--- config.mk ---
export PLATFORM = sky130hd
export DESIGN_NAME = amp_agc_ctrl
export DESIGN_NICKNAME = d
export VERILOG_FILES = /design/src/amp_ctrl_pkg.sv /design/src/step_gap_timer.sv /design/src/amp_agc_ctrl.sv
export SDC_FILE = /design/constraint.sdc
export NUM_CORES = 1
export LEC_CHECK = 0
export ABC_AREA = 1
export CORE_ASPECT_RATIO = 2
export CORE_MARGIN = 2
export CORE_UTILIZATION = 39
export DETAILED_ROUTE_END_ITERATION = 7
export DONT_BUFFER_PORTS = 1
export GPL_ROUTABILITY_DRIVEN = 0
export PLACE_DENSITY_LB_ADDON = 0.2
export SYNTH_ARGS = -nofsm -noshare
export SYNTH_HDL_FRONTEND = slang
export SYNTH_SLANG_ARGS = --single-unit
--- constraint.sdc ---
create_clock -name sys_clk_i -period 2.06 [get_ports sys_clk_i]
set_input_delay 0.103 -clock sys_clk_i [delete_from_list [all_inputs] [get_ports sys_clk_i]]
set_output_delay 0.103 -clock sys_clk_i [all_outputs]
set_load 0.1 [all_outputs]
--- src/amp_ctrl_pkg.sv ---
// Constants shared by the amplifier control register bank.
// Assumes a 100 MHz system clock and a two-wire serial host on the pins.
package amp_ctrl_pkg;

  // ****************************************************************
  // Bus addressing
  // ****************************************************************
  localparam logic [7:0] WR_ADDR_BYTE = 8'hb0;
  localparam logic [7:0] RD_ADDR_BYTE = 8'hb1;

  // ****************************************************************
  // Register offsets and reset values
  // ****************************************************************
  localparam logic [7:0] FUNC_OFS  = 8'h01;
  localparam logic [7:0] ATK_OFS   = 8'h02;
  localparam logic [7:0] REL_OFS   = 8'h03;
  localparam logic [7:0] HOLD_OFS  = 8'h04;
  localparam logic [7:0] GAIN_OFS  = 8'h05;
  localparam logic [7:0] LIM_OFS   = 8'h06;
  localparam logic [7:0] CEIL_OFS  = 8'h07;

  localparam logic [7:0] FUNC_RST  = 8'hc3;
  localparam logic [7:0] ATK_RST   = 8'h05;
  localparam logic [7:0] REL_RST   = 8'h0b;
  localparam logic [7:0] HOLD_RST  = 8'h00;
  localparam logic [7:0] GAIN_RST  = 8'h06;
  localparam logic [7:0] LIM_RST   = 8'h3a;
  localparam logic [7:0] CEIL_RST  = 8'hc2;
  localparam logic [7:0] CEIL_MASK = 8'hf3;
  localparam logic [7:0] UNMAPPED_RD = 8'h00;

  // ****************************************************************
  // Function control bit positions
  // ****************************************************************
  localparam int AMP_ON_BIT        = 6;
  localparam int SOFT_SHUTDOWN_BIT = 5;
  localparam int FAULT_BIT         = 3;
  localparam int THERMAL_BIT       = 2;
  localparam int NOISE_GATE_ON_BIT = 0;
  localparam logic [1:0] RATIO_ONE_TO_ONE = 2'h0;

  // ****************************************************************
  // Timing
  // ****************************************************************
  localparam int CLK_PERIOD_PS     = 10000;
  localparam int ATTACK_UNIT_PS    = 106700000;
  localparam int RELEASE_UNIT_US   = 13700;
  localparam int ATTACK_UNIT_CYC   = ATTACK_UNIT_PS / CLK_PERIOD_PS;
  localparam int RELEASE_UNIT_CYC  = (RELEASE_UNIT_US * 1000) / (CLK_PERIOD_PS / 1000);
  localparam int THERM_DEGLITCH_CYC = 16;

endpackage : amp_ctrl_pkg

--- src/step_gap_timer.sv ---
// Interval timer: stays busy for code times UNIT_CYCLES clocks after start.
// Assumes start pulses come from logic on the same clock.
`timescale 1ns/100ps
module step_gap_timer #(
  parameter int unsigned UNIT_CYCLES = 16
) (
  input  wire logic       sys_clk_i,
  input  wire logic       srst_i,
  input  wire logic       start_i,
  input  wire logic [5:0] code_i,
  output logic            busy_o
);

  logic [21:0] unit_cnt_q;
  logic [5:0]  left_q;

  always_ff @(posedge sys_clk_i)
  begin
    if (srst_i || start_i)
    begin
      unit_cnt_q <= 22'h0;
      left_q     <= srst_i ? 6'h00 : code_i;
    end
    else if (left_q != 6'h00)
    begin
      if (unit_cnt_q == 22'(UNIT_CYCLES - 1))
      begin
        unit_cnt_q <= 22'h0;
        left_q     <= left_q - 6'h01;
      end
      else
      begin
        unit_cnt_q <= unit_cnt_q + 22'h1;
      end
    end
  end

  assign busy_o = (left_q != 6'h00);

endmodule : step_gap_timer

--- src/amp_agc_ctrl.sv ---
// Control and status registers of a mono amplifier with gain control,
// reached over a two-wire serial bus, plus gain step pacing.
// Assumes scl/sda/enable/fault pins are asynchronous to sys_clk_i.
`timescale 1ns/100ps
// Functional notes
// Device answers address byte b0 for writes and b1 for reads.
// Reset loads registers one to seven with C3,05,0B,00,06,3A,C2.
// Host must not write above address 08; such writes are dropped.
// Reads of reserved locations return an arbitrary value, here zero.
// Amp bit enables channel; thermal shutdown forces it off until cooled.
// Soft shutdown bit set turns control, bias and oscillator off.
// Fault bit sets on output short, stays until host writes zero.
// Thermal bit sets on deglitched over-temperature, cleared by writing zero.
// Noise gate bit enables gate only when ratio is not 1:1.
// Attack code sets ramp-down rate, 0.1067 ms per code step.
// Gain decreases are spaced by at least the attack interval.
// Unused bits ignore writes and read their fixed default values.
// Gain increases are spaced by release interval, 0.0137 s per code.
// Hold interval separates decrease from next increase; code zero disables.
// Fixed gain field is two's complement dB, zero meaning 0 dB.
// Enable pin low shuts everything and restores all register defaults.
module amp_agc_ctrl #(
  parameter int unsigned ATTACK_UNIT_CYCLES  = amp_ctrl_pkg::ATTACK_UNIT_CYC,
  parameter int unsigned RELEASE_UNIT_CYCLES = amp_ctrl_pkg::RELEASE_UNIT_CYC
) (
  input  wire logic              sys_clk_i,
  input  wire logic              srst_i,
  input  wire logic              enable_pin_i,
  input  wire logic              scl_i,
  input  wire logic              sda_i,
  output logic                   sda_o,
  output logic                   sda_oe_n_o,
  input  wire logic              short_i,
  input  wire logic              overtemp_i,
  input  wire logic              gain_dec_req_i,
  input  wire logic              gain_inc_req_i,
  output logic                   gain_dec_ok_o,
  output logic                   gain_inc_ok_o,
  output logic                   amp_on_o,
  output logic                   bias_on_o,
  output logic                   gate_on_o,
  output logic signed [5:0]      base_gain_code_o,
  output logic [5:0]             attack_step_code_o,
  output logic [7:0]             limiter_gate_o,
  output logic [7:0]             ceiling_ratio_o
);

  typedef enum logic [2:0] {
    ST_IDLE = 3'b000,
    ST_ADDR = 3'b001,
    ST_PTR  = 3'b010,
    ST_WR   = 3'b011,
    ST_RD   = 3'b100
  } bus_state_t;

  // ****************************************************************
  // Pin synchronisers
  // ****************************************************************
  logic [1:0] scl_s_q, sda_s_q, en_s_q, short_s_q, temp_s_q;
  logic       scl_d1_q, sda_d1_q;

  always_ff @(posedge sys_clk_i)
  begin
    scl_s_q   <= {scl_s_q[0], scl_i};
    sda_s_q   <= {sda_s_q[0], sda_i};
    en_s_q    <= {en_s_q[0], enable_pin_i};
    short_s_q <= {short_s_q[0], short_i};
    temp_s_q  <= {temp_s_q[0], overtemp_i};
    scl_d1_q  <= scl_s_q[1];
    sda_d1_q  <= sda_s_q[1];
  end

  logic clear, scl_rise, scl_fall, bus_start, bus_stop;
  assign clear     = srst_i || !en_s_q[1];
  assign scl_rise  = scl_s_q[1] && !scl_d1_q;
  assign scl_fall  = !scl_s_q[1] && scl_d1_q;
  assign bus_start = scl_s_q[1] && scl_d1_q && sda_d1_q && !sda_s_q[1];
  assign bus_stop  = scl_s_q[1] && scl_d1_q && !sda_d1_q && sda_s_q[1];

  // ****************************************************************
  // Two-wire serial slave
  // ****************************************************************
  bus_state_t st_q;
  logic [3:0] bit_cnt_q;
  logic [7:0] sh_q, ptr_q, rd_data;
  logic       ack_q, nack_q, drive_q, wr_stb;

  assign wr_stb = scl_fall && !ack_q && bit_cnt_q == 4'h8 && st_q == ST_WR;

  always_ff @(posedge sys_clk_i)
  begin
    if (clear || bus_stop)
    begin
      st_q <= ST_IDLE;
      ack_q <= 1'b0;
      bit_cnt_q <= 4'h0;
      if (clear)
      begin
        ptr_q <= 8'h00;
      end
    end
    else if (bus_start)
    begin
      st_q <= ST_ADDR;
      ack_q <= 1'b0;
      bit_cnt_q <= 4'h0;
    end
    else if (scl_rise && st_q != ST_IDLE)
    begin
      if (ack_q)
      begin
        nack_q <= sda_s_q[1];
      end
      else
      begin
        bit_cnt_q <= bit_cnt_q + 4'h1;
        if (st_q != ST_RD)
        begin
          sh_q <= {sh_q[6:0], sda_s_q[1]};
        end
      end
    end
    else if (scl_fall && st_q != ST_IDLE)
    begin
      if (!ack_q && bit_cnt_q != 4'h8)
      begin
        if (st_q == ST_RD)
        begin
          sh_q <= {sh_q[6:0], 1'b0};
        end
      end
      else if (!ack_q)
      begin
        ack_q <= 1'b1;
        unique case (st_q)
          ST_ADDR:
          begin
            if (sh_q[7:1] != amp_ctrl_pkg::WR_ADDR_BYTE[7:1])
            begin
              st_q <= ST_IDLE;
            end
          end
          ST_PTR:  ptr_q <= sh_q;
          ST_WR:   ptr_q <= ptr_q + 8'h01;
          ST_RD:   ptr_q <= ptr_q;
          ST_IDLE: ptr_q <= ptr_q;
        endcase
      end
      else
      begin
        ack_q <= 1'b0;
        bit_cnt_q <= 4'h0;
        unique case (st_q)
          ST_ADDR:
          begin
            st_q <= sh_q[0] ? ST_RD : ST_PTR;
            if (sh_q[0])
            begin
              sh_q  <= rd_data;
              ptr_q <= ptr_q + 8'h01;
            end
          end
          ST_PTR:  st_q <= ST_WR;
          ST_WR:   st_q <= ST_WR;
          ST_RD:
          begin
            st_q  <= nack_q ? ST_IDLE : ST_RD;
            sh_q  <= rd_data;
            ptr_q <= nack_q ? ptr_q : ptr_q + 8'h01;
          end
          ST_IDLE: st_q <= ST_IDLE;
        endcase
      end
    end
  end

  always_ff @(posedge sys_clk_i)
  begin
    if (clear)
    begin
      drive_q <= 1'b0;
    end
    else
    begin
      drive_q <= (ack_q && (st_q == ST_ADDR || st_q == ST_PTR || st_q == ST_WR))
                 || (!ack_q && st_q == ST_RD && !sh_q[7]);
    end
  end

  assign sda_o      = 1'b0;
  assign sda_oe_n_o = !drive_q;

  // ****************************************************************
  // Register bank
  // ****************************************************************
  logic       amp_bit_q, sws_q, fault_q, therm_q, ng_q;
  logic [5:0] atk_q, rel_q, hold_q, gain_q;
  logic [7:0] lim_q, ceil_q, func_rd;
  logic [4:0] glitch_cnt_q;
  logic       therm_on;

  always_ff @(posedge sys_clk_i)
  begin
    if (clear || !temp_s_q[1])
    begin
      glitch_cnt_q <= 5'h00;
    end
    else if (!therm_on)
    begin
      glitch_cnt_q <= glitch_cnt_q + 5'h01;
    end
  end
  assign therm_on = (glitch_cnt_q == 5'(amp_ctrl_pkg::THERM_DEGLITCH_CYC));

  always_ff @(posedge sys_clk_i)
  begin
    if (clear)
    begin
      amp_bit_q <= amp_ctrl_pkg::FUNC_RST[amp_ctrl_pkg::AMP_ON_BIT];
      sws_q     <= amp_ctrl_pkg::FUNC_RST[amp_ctrl_pkg::SOFT_SHUTDOWN_BIT];
      ng_q      <= amp_ctrl_pkg::FUNC_RST[amp_ctrl_pkg::NOISE_GATE_ON_BIT];
      atk_q     <= amp_ctrl_pkg::ATK_RST[5:0];
      rel_q     <= amp_ctrl_pkg::REL_RST[5:0];
      hold_q    <= amp_ctrl_pkg::HOLD_RST[5:0];
      gain_q    <= amp_ctrl_pkg::GAIN_RST[5:0];
      lim_q     <= amp_ctrl_pkg::LIM_RST;
      ceil_q    <= amp_ctrl_pkg::CEIL_RST;
    end
    else if (wr_stb)
    begin
      unique case (ptr_q)
        amp_ctrl_pkg::FUNC_OFS:
        begin
          amp_bit_q <= sh_q[amp_ctrl_pkg::AMP_ON_BIT];
          sws_q     <= sh_q[amp_ctrl_pkg::SOFT_SHUTDOWN_BIT];
          ng_q      <= sh_q[amp_ctrl_pkg::NOISE_GATE_ON_BIT];
        end
        amp_ctrl_pkg::ATK_OFS:  atk_q  <= sh_q[5:0];
        amp_ctrl_pkg::REL_OFS:  rel_q  <= sh_q[5:0];
        amp_ctrl_pkg::HOLD_OFS: hold_q <= sh_q[5:0];
        amp_ctrl_pkg::GAIN_OFS: gain_q <= sh_q[5:0];
        amp_ctrl_pkg::LIM_OFS:  lim_q  <= sh_q;
        amp_ctrl_pkg::CEIL_OFS: ceil_q <= sh_q & amp_ctrl_pkg::CEIL_MASK;
        default:                lim_q  <= lim_q;
      endcase
    end
  end

  logic clr_wr;
  assign clr_wr = wr_stb && ptr_q == amp_ctrl_pkg::FUNC_OFS;

  always_ff @(posedge sys_clk_i)
  begin
    if (clear)
    begin
      fault_q <= 1'b0;
      therm_q <= 1'b0;
    end
    else
    begin
      fault_q <= short_s_q[1] || (fault_q && !(clr_wr && !sh_q[amp_ctrl_pkg::FAULT_BIT]));
      therm_q <= therm_on || (therm_q && !(clr_wr && !sh_q[amp_ctrl_pkg::THERMAL_BIT]));
    end
  end

  always_comb
  begin
    func_rd = amp_ctrl_pkg::FUNC_RST;
    func_rd[amp_ctrl_pkg::AMP_ON_BIT]        = amp_bit_q;
    func_rd[amp_ctrl_pkg::SOFT_SHUTDOWN_BIT] = sws_q;
    func_rd[amp_ctrl_pkg::FAULT_BIT]         = fault_q;
    func_rd[amp_ctrl_pkg::THERMAL_BIT]       = therm_q;
    func_rd[amp_ctrl_pkg::NOISE_GATE_ON_BIT] = ng_q;
    unique case (ptr_q)
      amp_ctrl_pkg::FUNC_OFS: rd_data = func_rd;
      amp_ctrl_pkg::ATK_OFS:  rd_data = {2'h0, atk_q};
      amp_ctrl_pkg::REL_OFS:  rd_data = {2'h0, rel_q};
      amp_ctrl_pkg::HOLD_OFS: rd_data = {2'h0, hold_q};
      amp_ctrl_pkg::GAIN_OFS: rd_data = {2'h0, gain_q};
      amp_ctrl_pkg::LIM_OFS:  rd_data = lim_q;
      amp_ctrl_pkg::CEIL_OFS: rd_data = ceil_q;
      default:                rd_data = amp_ctrl_pkg::UNMAPPED_RD;
    endcase
  end

  // ****************************************************************
  // Control outputs and gain step pacing
  // ****************************************************************
  assign amp_on_o  = amp_bit_q && !sws_q && !therm_on && !clear;
  assign bias_on_o = !sws_q && !clear;
  assign gate_on_o = ng_q && ceil_q[1:0] != amp_ctrl_pkg::RATIO_ONE_TO_ONE && !clear;
  assign base_gain_code_o   = $signed(gain_q);
  assign attack_step_code_o = atk_q;
  assign limiter_gate_o     = lim_q;
  assign ceiling_ratio_o    = ceil_q;

  logic atk_busy, rel_busy, hold_busy;
  assign gain_dec_ok_o = gain_dec_req_i && bias_on_o && !atk_busy;
  assign gain_inc_ok_o = gain_inc_req_i && bias_on_o && !rel_busy && !hold_busy;

  step_gap_timer #(.UNIT_CYCLES(ATTACK_UNIT_CYCLES)) u_attack (
    .sys_clk_i (sys_clk_i),
    .srst_i    (clear),
    .start_i   (gain_dec_ok_o),
    .code_i    (atk_q),
    .busy_o    (atk_busy)
  );
  step_gap_timer #(.UNIT_CYCLES(RELEASE_UNIT_CYCLES)) u_release (
    .sys_clk_i (sys_clk_i),
    .srst_i    (clear),
    .start_i   (gain_inc_ok_o),
    .code_i    (rel_q),
    .busy_o    (rel_busy)
  );
  step_gap_timer #(.UNIT_CYCLES(RELEASE_UNIT_CYCLES)) u_hold (
    .sys_clk_i (sys_clk_i),
    .srst_i    (clear),
    .start_i   (gain_dec_ok_o),
    .code_i    (hold_q),
    .busy_o    (hold_busy)
  );
endmodule : amp_agc_ctrl

**Word level (Yosys, flattened, before mapping)**

Cells that the tools add are included.

- Bitwise logic cells: 4
- Mux-type cells: 52
- Add/sub/neg operators: 9
- Reduce and logical (&&, ||, !) cells: 104
- Eq/ne operators: 33

Operator list:

| operator | count |
|---|---|
| $mux 8 | 17 |
| $mux 6 | 12 |
| $add 22x1->22 const B | 3 |
| $mux 22 | 3 |
| $pmux 8 s7 | 1 |
| $pmux 8 s2 | 3 |
| $eq 22x21->1 const B | 2 |
| $eq 8x3->1 const B | 4 |
| $logic_and 1x1->1 | 32 |
| $reduce_bool 2->1 | 13 |
| $eq 22x14->1 const B | 1 |
| $mux 4 | 5 |
| $reduce_and 2->1 | 10 |
| $logic_not 1->1 | 19 |
| $reduce_and 9->1 | 2 |
| $reduce_bool 6->1 | 3 |
| $sub 6x1->6 const B | 3 |
| $eq 8x2->1 const B | 2 |
| $ne 4x4->1 const B | 4 |
| $mux 3 | 5 |
| $reduce_bool 3->1 | 5 |
| $ne 2x2->1 const B | 7 |
| $pmux 3 s4 | 1 |
| $logic_or 1x1->1 | 10 |
| other kinds (23) | 35 |

- Input port bits: 9
- Bits in registers: 170

**Logic depth before layout (Yosys ltp)**

Gate-level depths: netlist of run 1.

- Depth in word-level cells: 10
- Gate-level depth with buffers: 11
- Mapped depth without buffers: 11

**By module**

From an unflattened synthesis of run 1, not the netlist that was laid out.

- Cells, all modules: 1321
- Area total of the unflattened synthesis: 9297.7 um^2

Modules (own cells, without submodules):

| module | instances | sequential area each (um^2) | cells each | area each (um^2) |
|---|---|---|---|---|
| amp_agc_ctrl | 1 | 1891.8 | 580 | 4275.4 |
| step_gap_timer at u_attack | 1 | 620.6 | 253 | 1722.9 |
| step_gap_timer at u_hold | 1 | 620.6 | 243 | 1650.3 |
| step_gap_timer at u_release | 1 | 620.6 | 245 | 1649.1 |

**Worst setup path before layout of run 1**

No wires, ideal clock.

- Path kind: register to output
- Start: register glitch_cnt_q[0]
- End: output amp_on_o
- Data arrival time: 3624 ps
- Buffers on the path: 0
- Stages on the path, launching flop included: 6
- Required time: 1957 ps
- Path slack: -1667 ps
- Cells stage by stage: dfxtp_1 inv_1 ha_1 nand4_1 inv_1 nor4_1

- Longest elaborated chain between the ends: 4

RTL lines:

| element | line | text |
|---|---|---|
| from (decl) | amp_agc_ctrl.sv:199 | `logic [4:0] glitch_cnt_q;` |
| from (signal assigned) | amp_agc_ctrl.sv:210 | `glitch_cnt_q <= glitch_cnt_q + 5'h01;` |
| $eq 5x5->1 | amp_agc_ctrl.sv:213 | `assign therm_on = (glitch_cnt_q == 5'(amp_ctrl_pkg::THERM_DEGLITCH_CYC));` |
| $logic_not 1->1 | amp_agc_ctrl.sv:289 | `assign amp_on_o = amp_bit_q && !sws_q && !therm_on && !clear;` |
| $logic_and 1x1->1 (2 in a row) | amp_agc_ctrl.sv:289 |  |
| to (decl) | amp_agc_ctrl.sv:39 | `output logic amp_on_o,` |

No other way between the ends.

**Worst setup path after layout of run 1**

- Start: register ptr_q[6]
- End: register sh_q[6] (data pin)

- Longest elaborated chain between the ends: 8
- Elaborated cells between the ends (all ways): 14
- Classes of those cells: eq/ne (7); mux (7)

RTL lines:

| element | line | text |
|---|---|---|
| from (decl) | amp_agc_ctrl.sv:85 | `logic [7:0] sh_q, ptr_q, rd_data;` |
| from (signal assigned) | amp_agc_ctrl.sv:143 | `ST_PTR: ptr_q <= sh_q;` |
| from (signal assigned) | amp_agc_ctrl.sv:144 | `ST_WR: ptr_q <= ptr_q + 8'h01;` |
| from (signal assigned) | amp_agc_ctrl.sv:145 | `ST_RD: ptr_q <= ptr_q;` |
| $eq 8x3->1, or another cell as far along | amp_agc_ctrl.sv:274 | `unique case (ptr_q)` |
| $pmux 8 s7 (*) | amp_agc_ctrl.sv:274 |  |
| $mux 8 | amp_agc_ctrl.sv:157 | `if (sh_q[0])` |
| $pmux 8 s2 (*) | amp_agc_ctrl.sv:153 | `unique case (st_q)` |
| $mux 8 (*) | amp_agc_ctrl.sv:132 | `else if (!ack_q)` |
| $mux 8 (*) | amp_agc_ctrl.sv:125 | `if (!ack_q && bit_cnt_q != 4'h8)` |
| $mux 8 (*) | amp_agc_ctrl.sv:123 | `else if (scl_fall && st_q != ST_IDLE)` |
| $mux 8 (*) | amp_agc_ctrl.sv:108 | `else if (scl_rise && st_q != ST_IDLE)` |
| to (signal assigned) | amp_agc_ctrl.sv:119 | `sh_q <= {sh_q[6:0], sda_s_q[1]};` |
| to (signal assigned) | amp_agc_ctrl.sv:129 | `sh_q <= {sh_q[6:0], 1'b0};` |
| to (signal assigned) | amp_agc_ctrl.sv:159 | `sh_q <= rd_data;` |
| to (decl) | amp_agc_ctrl.sv:85 |  |

Every way passes the cells marked *; elsewhere a longest branch is shown, timed or not. The select of a mux whose other input is x is not followed.
A chain may end at the register's enable or synchronous reset.

==> results by group, run 1 <==
Outcome
  • Status: completed

Global route
  • Total GRT Usage: 0.214
  • Total grt overflow: 0
  • Initial antenna violation count: 0
  • First-pass GRT wire length: 38700 µm
  • Number of global-route vias before repair: 7927
  • Largest net degree at the start of global routing: 46

Worst setup path
  • Crit Path Max Fanout: 15
  • CP delay by family, top: simple AND/OR/NAND/NOR gates
  • CP peak stage delay: 0.43 ns
  • Most frequent CP cell: nand2_1
  • Crit path required time: 2.38 ns
  • Crit Path Category: reg2reg
  • Element type at the critical path start: flip-flop
  • Worst-path cell chain: nor2_1, nand2_4, clkinv_2, nand3_2, o211ai_1, nand2_1, nand2_1
  • WP data arrival: 2.24 ns
  • Setup crit end kind: flip-flop
  • Critical-path top delay cell: edfxtp_1
  • Worst path bufs/invs: 1

Synth
  • YS warnings: 0
  • Ys async rst share: 0
  • Synth top area share: 0.307
  • Yosys reg bits: 170
  • Area leader, netlist: dfxtp_1
  • Post-Syn Area: 8790 µm²
  • Synth Area per Inst: 7.18 µm²
  • Netlist cell types: 44
  • Post-Syn Instances: 1224
  • EDFF count, synth: 35
  • Post-synthesis sequential area ratio: 0.427
  • Ys flop type: dfxtp_1
  • Synth top area cells: dfxtp_1 31%, nand2_1 13%, edfxtp_1 12%

Job
  • Max Cap Viol: 0

Power
  • Leak: 4.30 nW
  • Total power: 7.16 mW
  • Worst vdd ir: 0.000887 V
  • Power per cell area: 699 nW/µm²

STA
  • Final setup skew: 0.00987 ns
  • Final setup vio count: 0
  • Final worst slack: 0.134 ns
  • Minimum clock period: ~1.9 ns
  • Max-slew headroom: 0.444
  • RSZ-0062 raised after global routing: no
  • Final TNS setup: 0 ns
  • Post-route clock period utilization: 0.935
  • Final Hold Vio Count: 0
  • Max Slew Vio Count: 0
  • Final hold slack: 0.0799 ns
  • Max Fclk: 519 MHz
  • Slew @ Worst Pin: 0.833 ns

Clock tree
  • Worst-Skew Late Latency: 0.45 ns
  • TritonCTS Buffers: 17
  • Reg clk slew, reported paths: 0.07 ns
  • Sink Count: 170
  • H-tree Lvls: 4
  • CTS Buffer Depth: 2
  • CTS tree: built
  • Root buffer cell: clkbuf_16

Die
  • Die width: 110 µm
  • Initial Utilization: 0.397
  • Row cnt: 77
  • Total core area: 22200 µm²
  • IO Pins: 44
  • Die area: 23800 µm²
  • Die height: 216 µm

Placed design
  • Dpl ws: around 0.14 ns
  • Port Buffers: 0
  • Dpl hpwl: 18500 µm

Route
  • First-pass DRT Iterations: 5
  • Drt drc: 0
  • Drt total wl: ~24000 µm
  • Number of DRC markers in iteration 0: about 300
  • Vias post-DR: 7919
  • Routed WL per cell: 15.0 µm
  • Vias per Instance: 4.99
  • Post-route ant nets: 0

Final layout
  • FILL cells: 2305
  • # diodes: 0
  • Post-layout util: 0.462
  • Fin nets: ~1300
  • Proportion of layout cells with a drive suffix above 1: 0.120
  • Synth-to-layout area growth: 16.5%

Hold path
  • Worst min-delay path class: in2reg
-- placed cells by master (no fill, tap or decap), drive strengths merged, types with 17 or more instances in the layout --
cell	netlist	final
nand2	320	320
nor2	226	226
inv	142	152
dfxtp	135	135
nand3	83	83
buf	15	69
o21ai	65	65
a21oi	63	63
edfxtp	35	35
xor2	26	26
ha	18	18
xnor2	17	17
nand4	17	17
clkbuf	6	17
-- metal layers --
layer	wire length, µm	GRT usage	vias up
met5	0	0	-
met4	981	0.103	0
met3	783	0.0439	57
met2	13900	0.421	140
met1	8210	0.200	3652
li1	-	-	4070
-- area by class of cell --
cell class	count	area [µm²]	area share
clock buffer	17	425	0.0415
clock inverter	15	111	0.0109
inverter	146	556	0.0542
multi-input combinational	889	4420	0.432
sequential	170	3750	0.366
tap	276	345	0.0337
timing repair buffer	75	632	0.0617
-- kinds of logic after synthesis --
| family | share of synthesized area |
|---|---|
| xor gates and xnor gates | 0.0428 |
| buffers and inverters | 0.0770 |
| other | 0.000427 |
| DFF | 0.427 |
| adders and majority gates | 0.0256 |
| AOI/OAI and AO/OA | 0.100 |
| and+or+nand+nor | 0.327 |
-- cell usage after synthesis (7+ instances only) --
cell / n
nand3_1: 82
nor3_1: 15
nor2_4: 9
buf_2: 7
o21ai_0: 58
nand2_1: 313
o211ai_1: 15
edfxtp_1: 35
inv_1: 129
nor2_1: 208
ha_1: 18
xnor2_1: 17
xor2_1: 26
nand4_1: 17
dfxtp_1: 135
inv_2: 12
a21oi_1: 58
-- path summary, 6_finish.rpt --
| kind | startpoint | depth (start not counted) | slack, ns | endpoint |
|---|---|---|---|---|
| max reg2reg | ptr_q[6] | 7 | 0.13 | sh_q[6] |
| max | ptr_q[6] | 7 | 0.13 | sh_q[6] |
| min reg2reg | short_s_q[0] | 0 | 0.33 | short_s_q[1] |
| min | gain_inc_req_i | 4 | 0.08 | u_release.left_q[3] |
-- power breakdown --
part / internal, mW / switching, mW
combinational: 0.204 / 0.394
clock: 1.56 / 1.47
sequential: 3.48 / 0.0569
total: 5.25 / 1.92
-- stage by stage --
step,instance area (µm²),cells
2_1_floorplan,8830,1226
3_3_place_gp,9620,1549
3_5_place_dp,9620,1549
4_1_cts,10200,1587
5_1_grt,10200,1588
6_report,10200,1588
-- registers in the layout (all words and copies together), names as in the netlist, 2 cells and up --
signal and cells:
st_q 3, scl_s_q 2, ptr_q 8, limiter_gate_o 8
rel_q 6, temp_s_q 2, u_hold.left_q 6, u_attack.unit_cnt_q 22
bit_cnt_q 4, sh_q 8, base_gain_code_o 6, u_release.unit_cnt_q 22
ceiling_ratio_o 6, en_s_q 2, u_attack.left_q 6, short_s_q 2
hold_q 6, u_hold.unit_cnt_q 22, sda_s_q 2, glitch_cnt_q 5
u_release.left_q 6, attack_step_code_o 6
-- what timing repair did --
| action | CTS | global route |
|---|---|---|
| hold endpoints to repair | 7 | 0 |
| endpoints found under the setup margin | 0 | 19 |
| buffers inserted | 0 | 1 |
| gates resized for setup | 0 | 7 |
| hold buffers | 6 | 0 |
-- worst reg2reg max path, stage by stage, from the launching register on --
cell      delay (ns)
edfxtp_1        0.43
nor2_1          0.28
nand2_4         0.13
clkinv_2        0.19
nand3_2         0.25
o211ai_1        0.37
nand2_1         0.09
nand2_1         0.06
No activity file was read; power rests on OpenSTA's default activity.
==> inputs of run 2 (changes only) <==
--- a/config.mk
+++ b/config.mk
@@ -12,7 +12,7 @@
 export DETAILED_ROUTE_END_ITERATION = 7
 export DONT_BUFFER_PORTS = 1
 export GPL_ROUTABILITY_DRIVEN = 0
-export PLACE_DENSITY_LB_ADDON = 0.2
 export SYNTH_ARGS = -nofsm -noshare
 export SYNTH_HDL_FRONTEND = slang
+export SYNTH_HIERARCHICAL = 1
 export SYNTH_SLANG_ARGS = --single-unit
==> run 2 against run 1 <==
The run now ends with DRC left. Cell count rose by 5.7%. Sequential share of layout area fell by 1.6 points. Count of clock-buffer cells in the layout rose by 1. Flip-flop and latch count did not move. Clock power rose by 11%. Wire length fell by 6.4%. Register-to-register slack barely moved. Total power rose by 3.9%. First-iteration DRC count rose by 97%. Highest routed layer unchanged. Global-route usage fell by 3.0 points. Maximum frequency fell by 0.98%.
==> results by group, run 2 <==
Route
  • Drt total wl: 22300 µm (was 23900 µm)
  • Routed WL per cell: 13.3 µm (was 15.0 µm)
  • Post-route ant nets: 0 (unchanged)
  • Number of DRC markers in iteration 0: 596 (was 302)
  • Drt drc: 6 (was 0)
  • Vias per Instance: 4.96 (was 4.99)
  • First-pass DRT Iterations: 7 (was 5)
  • Vias post-DR: 8322 (was 7919)

Die
  • Die height: 222 µm (was 216 µm)
  • IO Pins: 44 (unchanged)
  • Total core area: 23600 µm² (was 22200 µm²)
  • Die width: 113 µm (was 110 µm)
  • Initial Utilization: 0.394 (was 0.397)
  • Die area: 25200 µm² (was 23800 µm²)
  • Row cnt: 80 (was 77)

Global route
  • Total GRT Usage: 0.184 (was 0.214)
  • Largest net degree at the start of global routing: 42 (was 46)
  • Initial antenna violation count: 0 (unchanged)
  • First-pass GRT wire length: 38000 µm (was 38700 µm)
  • Number of global-route vias before repair: 7956 (was 7927)
  • Total grt overflow: 0 (unchanged)

Power
  • Worst vdd ir: 0.000480 V (was 0.000887 V)
  • Sw Pwr: 1.88 mW (was 1.92 mW)
  • Clock share of power: 0.452 (was 0.423)
  • Total power: 7.44 mW (was 7.16 mW)
  • Sequential fraction of design power: 0.475 (was 0.494)
  • Leak: 4.11 nW (was 4.30 nW)
  • Internal power: 5.56 mW (was 5.25 mW)
  • Combinational fraction of design power: 0.073 (was 0.084)
  • Power per cell area: 694 nW/µm² (was 699 nW/µm²)
  • Sw Ratio: 0.253 (was 0.268)

Final layout
  • Most frequent cells in the layout: 376 x nand2_1, 195 x nor2_1, 144 x inv_1 (was 312 x nand2_1, 203 x nor2_1, 135 x dfxtp_1)
  • Area of the multi-input gates: 4850 µm² (was 4420 µm²)
  • Post-layout util: 0.454 (was 0.462)
  • # diodes: 0 (unchanged)
  • Fin nets: 1408 (was 1326)
  • Synth-to-layout area growth: 15.2% (was 16.5%)
  • FILL cells: 2378 (was 2305)
  • FF+latch area: 3760 µm² (was 3750 µm²)
  • Leading cell type in the layout, fill and taps excluded: nand2_1 (unchanged)
  • Proportion of layout cells with a drive suffix above 1: 0.144 (was 0.120)
  • Top flop regs: u_attack/unit_cnt_q (22), u_hold/unit_cnt_q (22), u_release/unit_cnt_q (22) (was u_attack.unit_cnt_q (22), u_hold.unit_cnt_q (22), u_release.unit_cnt_q (22))
  • Fin cells: 1679 (was 1588)

Job
  • Max Cap Viol: 0 (unchanged)

Synth
  • Netlist cell types: 45 (was 44)
  • Most frequent cell after synthesis: nand2_1 (unchanged)
  • Synth top area cells: dfxtp_1 29%, nand2_1 15%, edfxtp_1 11% (was dfxtp_1 31%, nand2_1 13%, edfxtp_1 12%)
  • Post-synthesis sequential area ratio: 0.404 (was 0.427)
  • List of most frequent post-synthesis cells: 377 x nand2_1, 199 x nor2_1, 147 x inv_1 (was 313 x nand2_1, 208 x nor2_1, 135 x dfxtp_1)
  • Synth top area share: 0.291 (was 0.307)
  • YS warnings: 6 (was 0)
  • Post-Syn Instances: 1321 (was 1224)
  • Post-Syn Area: 9300 µm² (was 8790 µm²)
  • Area leader, netlist: dfxtp_1 (unchanged)
  • Yosys reg bits: 170 (unchanged)
  • Synth Area per Inst: 7.04 µm² (was 7.18 µm²)
  • Ys async rst share: 0 (unchanged)
  • EDFF count, synth: 35 (unchanged)
  • Ys flop type: dfxtp_1 (unchanged)

Clock tree
  • H-tree Lvls: 4 (unchanged)
  • Root buffer cell: clkbuf_16 (unchanged)
  • Sink Count: 170 (unchanged)
  • CTS tree: built (unchanged)
  • TritonCTS Buffers: 17 (unchanged)
  • Worst-Skew Late Latency: 0.44 ns (was 0.45 ns)
  • Reg clk slew, reported paths: 0.07 ns (about the same)
  • CTS Buffer Depth: 2 (unchanged)

Placed design
  • Placed Instances: 1640 (was 1549)
  • Port Buffers: 0 (unchanged)
  • Dpl hpwl: 16700 µm (was 18500 µm)

Worst setup path
  • Crit path required time: 1.96 ns (was 2.38 ns)
  • R2r setup slk: 0.12 ns (was 0.13 ns)
  • Most frequent CP cell: nor2_4 (was nand2_1)
  • Reg2reg path depth: 9 (was 7)
  • Worst path depth: 8 (was 7)
  • Worst path bufs/invs: 4 (was 1)
  • WP data arrival: 1.84 ns (was 2.24 ns)
  • Worst-path cell chain: inv_2, nor2_4, inv_4, nor2_4, nand2_2, nor3_4, buf_6, buf_12 (was nor2_1, nand2_4, clkinv_2, nand3_2, o211ai_1, nand2_1, nand2_1)
  • Reg2Reg Capture Point: sh_q[6] (unchanged)
  • Crit Path Max Fanout: 8 (was 15)
  • Element type at the critical path start: flip-flop (unchanged)
  • CP peak stage delay: 0.32 ns (was 0.43 ns)
  • Setup crit end kind: primary output (was flip-flop)
  • RR Startpoint: st_q[0] (was ptr_q[6])
  • Crit Path Category: reg2out (was reg2reg)
  • CP delay by family, top: simple AND/OR/NAND/NOR gates (unchanged)
  • Critical-path top delay cell: dfxtp_2 (was edfxtp_1)

STA
  • RSZ-0062 raised after global routing: no (unchanged)
  • Max-slew headroom: 0.455 (was 0.444)
  • Final setup skew: 0.0106 ns (was 0.00987 ns)
  • Final setup vio count: 0 (unchanged)
  • Max Slew Vio Count: 0 (unchanged)
  • Final TNS setup: 0 ns (unchanged)
  • Max Fclk: 514 MHz (was 519 MHz)
  • Minimum clock period: 1.95 ns (was 1.93 ns)
  • Slew @ Worst Pin: 0.816 ns (was 0.833 ns)
  • Final Hold Vio Count: 0 (unchanged)
  • Post-route clock period utilization: 0.944 (was 0.935)

Hold path
  • HP Start: gain_dec_req_i (was gain_inc_req_i)
  • Hold path depth: 5 (was 4)
  • Worst min-delay path class: in2reg (unchanged)
  • Hold Path Sink: u_attack/unit_cnt_q[2] (was u_release.left_q[3])

Outcome
  • Status: finished, violations left (was completed)
  • Failing checks: DRC
==> run 2: cell types whose count changed after synthesis, moves of 6 or more <==
cell,before,now
nand2_1,313,377
nor2_2,6,26
inv_1,129,147
xor2_1,26,10
nand2_2,5,17
nor2_4,9,21
nand3_1,82,91
nand3_2,1,10
nor2_1,208,199
o21ai_0,58,51
nor3_1,15,9
==> run 2: how the worst max path moves through the flow <==
stage               startpoint  slack, ns                  end
CTS                  en_s_q[1]      0.002        gain_inc_ok_o
finish               en_s_q[1]       0.11        gain_inc_ok_o
detailed placement     st_q[0]       0.15              sh_q[3]
global route         en_s_q[1]      0.008        gain_inc_ok_o
floorplan            en_s_q[1]      -0.86  u_release/left_q[0]
global placement       st_q[0]       0.22              sh_q[3]
==> run 2: layer usage <==
| metal | up-vias | GRT usage | wire, µm |
|---|---|---|---|
| met4 | 0 | 0.0578 | 252 |
| met1 | 3832 | 0.249 | 10400 |
| met5 | - | 0 | 0 |
| li1 | 4308 | - | - |
| met2 | 168 | 0.295 | 10500 |
| met3 | 14 | 0.0363 | 1170 |
==> run 2: worst min-delay path, cell delays in order <==
cell	delay, ns
nand2_1	0.06
nor2_4	0.12
nor2_2	0.08
o21ai_4	0.16
nor2_1	0.05
==> run 2: metrics by stage <==
stage | cell area, µm² | worst slack [ns] | hold slack (ns)
after floorplan | 9360 | -0.858 | 0.131
after global placement | 9990 | 0.221 | 0.131
after detailed placement | 9990 | 0.152 | 0.131
after CTS | 10700 | 0.00166 | 0.160
after global routing | 10700 | 0.00787 | 0.196
final | 10700 | 0.115 | 0.195
==> run 2: power groups by stage <==
stage | registers, mW | logic [mW] | clock network, mW
after floorplan | 3.59 | 0.419 | 0
after global placement | 3.60 | 0.522 | 0
after CTS | 3.53 | 0.546 | 3.44
after global routing | 3.54 | 0.610 | 3.57
final | 3.53 | 0.545 | 3.36
after detailed placement | 3.61 | 0.532 | 0
==> run 2: layout make-up <==
class / instances / area share
Timing Repair Buffer: 62 / 0.0502
Sequential cell: 170 / 0.351
Multi-Input combinational cell: 971 / 0.453
Inverter: 157 / 0.0552
Clock buffer: 18 / 0.0420
Clock inverter: 14 / 0.0158
Tap cell: 287 / 0.0335
==> run 2: logic make-up (layout without fill, tap and decap cells) <==
logic type,count (synthesis),count (layout),share of synthesized area
fa+ha+maj,20,20,0.0269
other cells,1,3,0.000403
simple gates,776,776,0.374
flops,170,170,0.404
buf+inv,182,251,0.0825
compound gates,146,146,0.0880
xor+xnor,26,26,0.0245
==> run 2: timing repair <==
item                                    in CTS  in global routing
hold buffers                                 6                  0
endpoints found under the setup margin       2                  4
pin swaps                                    0                  4
endpoints found under the hold margin        6                  0
setup buffers                                0                  1
resized for setup                            2                 11
==> inputs of run 3 (changes only) <==
--- a/config.mk
+++ b/config.mk
@@ -12,6 +12,7 @@
 export DETAILED_ROUTE_END_ITERATION = 7
 export DONT_BUFFER_PORTS = 1
 export GPL_ROUTABILITY_DRIVEN = 0
+export REMOVE_ABC_BUFFERS = 1
 export SYNTH_ARGS = -nofsm -noshare
 export SYNTH_HDL_FRONTEND = slang
 export SYNTH_HIERARCHICAL = 1
==> run 3 against run 2 <==
The run still ends with DRC left. Cell count grew 0.30%. Total power down 1.4%. Combinational power is 0.7% higher. Worst hold slack worse by 0.058 ns. Register-to-register slack about the same. Maximum frequency grew 0.38%. Non-clock buffer count rose by 5. Clock power down 3%. Core utilization fell by 0.074 points. Via count decreased by 0.16%. Sequential power barely moved. Flip-flop and latch count unchanged. Highest routed layer unchanged.
==> results by group, run 3 (synthesized netlist as in run 2, its figures left out) <==
Outcome
  • Status: finished, violations left (unchanged)
  • Failing checks: DRC (unchanged)

STA
  • Max Fclk: 516 MHz (was 514 MHz)
  • Final setup vio count: 0 (unchanged)
  • Final Hold Vio Count: 0 (unchanged)
  • Max-slew headroom: 0.446 (was 0.455)
  • Post-route clock period utilization: 0.941 (was 0.944)
  • Slew @ Worst Pin: 0.830 ns (was 0.816 ns)
  • Final setup skew: 0.0108 ns (was 0.0106 ns)
  • RSZ-0062 raised after global routing: yes (was no)
  • Final worst slack: 0.122 ns (was 0.115 ns)
  • Max Slew Vio Count: 0 (unchanged)
  • Final hold slack: 0.138 ns (was 0.195 ns)
  • Minimum clock period: 1.94 ns (was 1.95 ns)

Worst setup path
  • R2r setup slk: 0.13 ns (was 0.12 ns)
  • Critical-path top delay cell: edfxtp_1 (was dfxtp_2)
  • Reg2Reg Capture Point: sh_q[1] (was sh_q[6])
  • Worst-path cell chain: inv_2, ha_1, nand3_2, nor3_4, buf_4, buf_16 (was inv_2, nor2_4, inv_4, nor2_4, nand2_2, nor3_4, buf_6, buf_12)
  • Crit path required time: 1.96 ns (about the same)
  • Critical Path End: gain_inc_ok_o (unchanged)
  • RR Startpoint: st_q[0] (unchanged)
  • CP delay by family, top: buffers and inverters (was simple AND/OR/NAND/NOR gates)
  • Worst path depth: 6 (was 8)
  • Setup crit end kind: primary output (unchanged)
  • Element type at the critical path start: flip-flop (unchanged)
  • CP peak stage delay: 0.40 ns (was 0.32 ns)
  • Worst path bufs/invs: 3 (was 4)
  • Crit Path Max Fanout: 5 (was 8)
  • Crit Path Category: reg2out (unchanged)
  • Reg2reg path depth: 9 (unchanged)
  • CP Launch Point: u_release/left_q[0] (was en_s_q[1])
  • WP data arrival: 1.83 ns (was 1.84 ns)

Global route
  • First-pass GRT wire length: 37300 µm (was 38000 µm)
  • Initial antenna violation count: 0 (unchanged)
  • Total grt overflow: 0 (unchanged)
  • Largest net degree at the start of global routing: 27 (was 42)
  • Number of global-route vias before repair: 7931 (was 7956)
  • Total GRT Usage: 0.179 (was 0.184)

Power
  • Total power: 7.34 mW (was 7.44 mW)
  • Leak: 4.13 nW (was 4.11 nW)
  • Worst vdd ir: 0.000596 V (was 0.000480 V)
  • Clock share of power: 0.444 (was 0.452)
  • Internal power: 5.55 mW (was 5.56 mW)
  • Sequential fraction of design power: 0.482 (was 0.475)
  • Sw Pwr: 1.79 mW (was 1.88 mW)
  • Sw Ratio: 0.244 (was 0.253)
  • Power per cell area: 686 nW/µm² (was 694 nW/µm²)
  • Combinational fraction of design power: 0.075 (was 0.073)

Die
  • Die width: 113 µm (unchanged)
  • Row cnt: 80 (unchanged)
  • Total core area: 23600 µm² (unchanged)
  • Die height: 222 µm (unchanged)
  • IO Pins: 44 (unchanged)
  • Die area: 25200 µm² (unchanged)
  • Initial Utilization: 0.394 (unchanged)

Clock tree
  • Sink Count: 170 (unchanged)
  • Reg clk slew, reported paths: 0.06 ns (was 0.07 ns)
  • Worst-Skew Late Latency: 0.44 ns (about the same)
  • TritonCTS Buffers: 17 (unchanged)
  • H-tree Lvls: 4 (unchanged)
  • CTS Buffer Depth: 2 (unchanged)
  • CTS tree: built (unchanged)
  • Root buffer cell: clkbuf_16 (unchanged)

Route
  • Drt total wl: 21900 µm (was 22300 µm)
  • Routed WL per cell: 13.0 µm (was 13.3 µm)
  • Vias per Instance: 4.93 (was 4.96)
  • Drt drc: 3 (was 6)
  • First-pass DRT Iterations: 7 (unchanged)
  • Post-route ant nets: 0 (unchanged)
  • Number of DRC markers in iteration 0: 552 (was 596)
  • Vias post-DR: 8309 (was 8322)

Final layout
  • # diodes: 0 (unchanged)
  • Leading cell type in the layout, fill and taps excluded: nand2_1 (unchanged)
  • FILL cells: 2358 (was 2378)
  • Fin cells: 1684 (was 1679)
  • Most frequent cells in the layout: 376 x nand2_1, 194 x nor2_1, 144 x inv_1 (was 376 x nand2_1, 195 x nor2_1, 144 x inv_1)
  • Synth-to-layout area growth: 15.1% (was 15.2%)
  • Proportion of layout cells with a drive suffix above 1: 0.142 (was 0.144)
  • Fin nets: 1413 (was 1408)
  • Top flop regs: u_attack/unit_cnt_q (22), u_hold/unit_cnt_q (22), u_release/unit_cnt_q (22) (unchanged)

Job
  • Max Cap Viol: 0 (unchanged)

Placed design
  • Dpl ws: 0.140 ns (was 0.152 ns)
  • Port Buffers: 0 (unchanged)
  • Dpl hpwl: 16100 µm (was 16700 µm)
  • Placed Instances: 1643 (was 1640)

Hold path
  • HP Start: gain_dec_req_i (unchanged)
  • Worst min-delay path class: in2reg (unchanged)
## run 3: power groups by stage
stage	Clock [mW]	Sequential, mW	Combinational [mW]
finish	3.26	3.53	0.549
CTS	3.33	3.53	0.547
global placement	0	3.60	0.526
detailed placement	0	3.61	0.536
global route	3.45	3.54	0.611
floorplan	0	3.59	0.384
## run 3: through the flow
| step | util | cell area [µm²] | setup TNS [ns] |
|---|---|---|---|
| global placement | 0.424 | 10000 | 0 |
| global route | 0.453 | 10700 | -0.0582 |
| finish | 0.453 | 10700 | 0 |
| floorplan | - | 9130 | -375.85 |
| CTS | 0.451 | 10700 | 0 |
| detailed placement | 0.424 | 10000 | 0 |
## run 3: worst min path at each step
stage | end | slack [ns] | cells past startpoint
after global placement | en_s_q[0] | 0.13 | 0
after CTS | u_hold/left_q[3] | 0.11 | 4
after global routing | u_hold/left_q[4] | 0.16 | 4
after detailed placement | sda_s_q[0] | 0.13 | 0
final | u_hold/left_q[4] | 0.14 | 4
after floorplan | en_s_q[0] | 0.13 | 0
## run 3: area by class of cell
class | instances | area (µm²) | area share
inverters | 157 | 589 | 0.0551
clock buffers | 22 | 475 | 0.0444
well taps | 287 | 359 | 0.0336
repair buffers | 67 | 587 | 0.0549
flip-flops and latches | 170 | 3750 | 0.351
clock inverters | 10 | 111 | 0.0104
multi-input cells | 971 | 4820 | 0.451
## run 3: timing repair
item	CTS	global route
hold endpoints to repair	9	0
resized for setup	0	8
pin swaps	1	0
hold buffers	6	0
setup buffers	1	2
setup endpoints to repair	1	25
## run 3: per-layer routing
metal | global-route usage | up-vias | wire length (µm)
met2 | 0.301 | 159 | 10600
met5 | 0 | - | 0
met4 | 0.0555 | 0 | 294
met3 | 0.0333 | 23 | 942
met1 | 0.232 | 3826 | 10100
li1 | - | 4301 | -
## run 3: tightest hold or removal path, delay by kind of cell
kind          cells  cell delay (ns)
simple gates      4             0.30
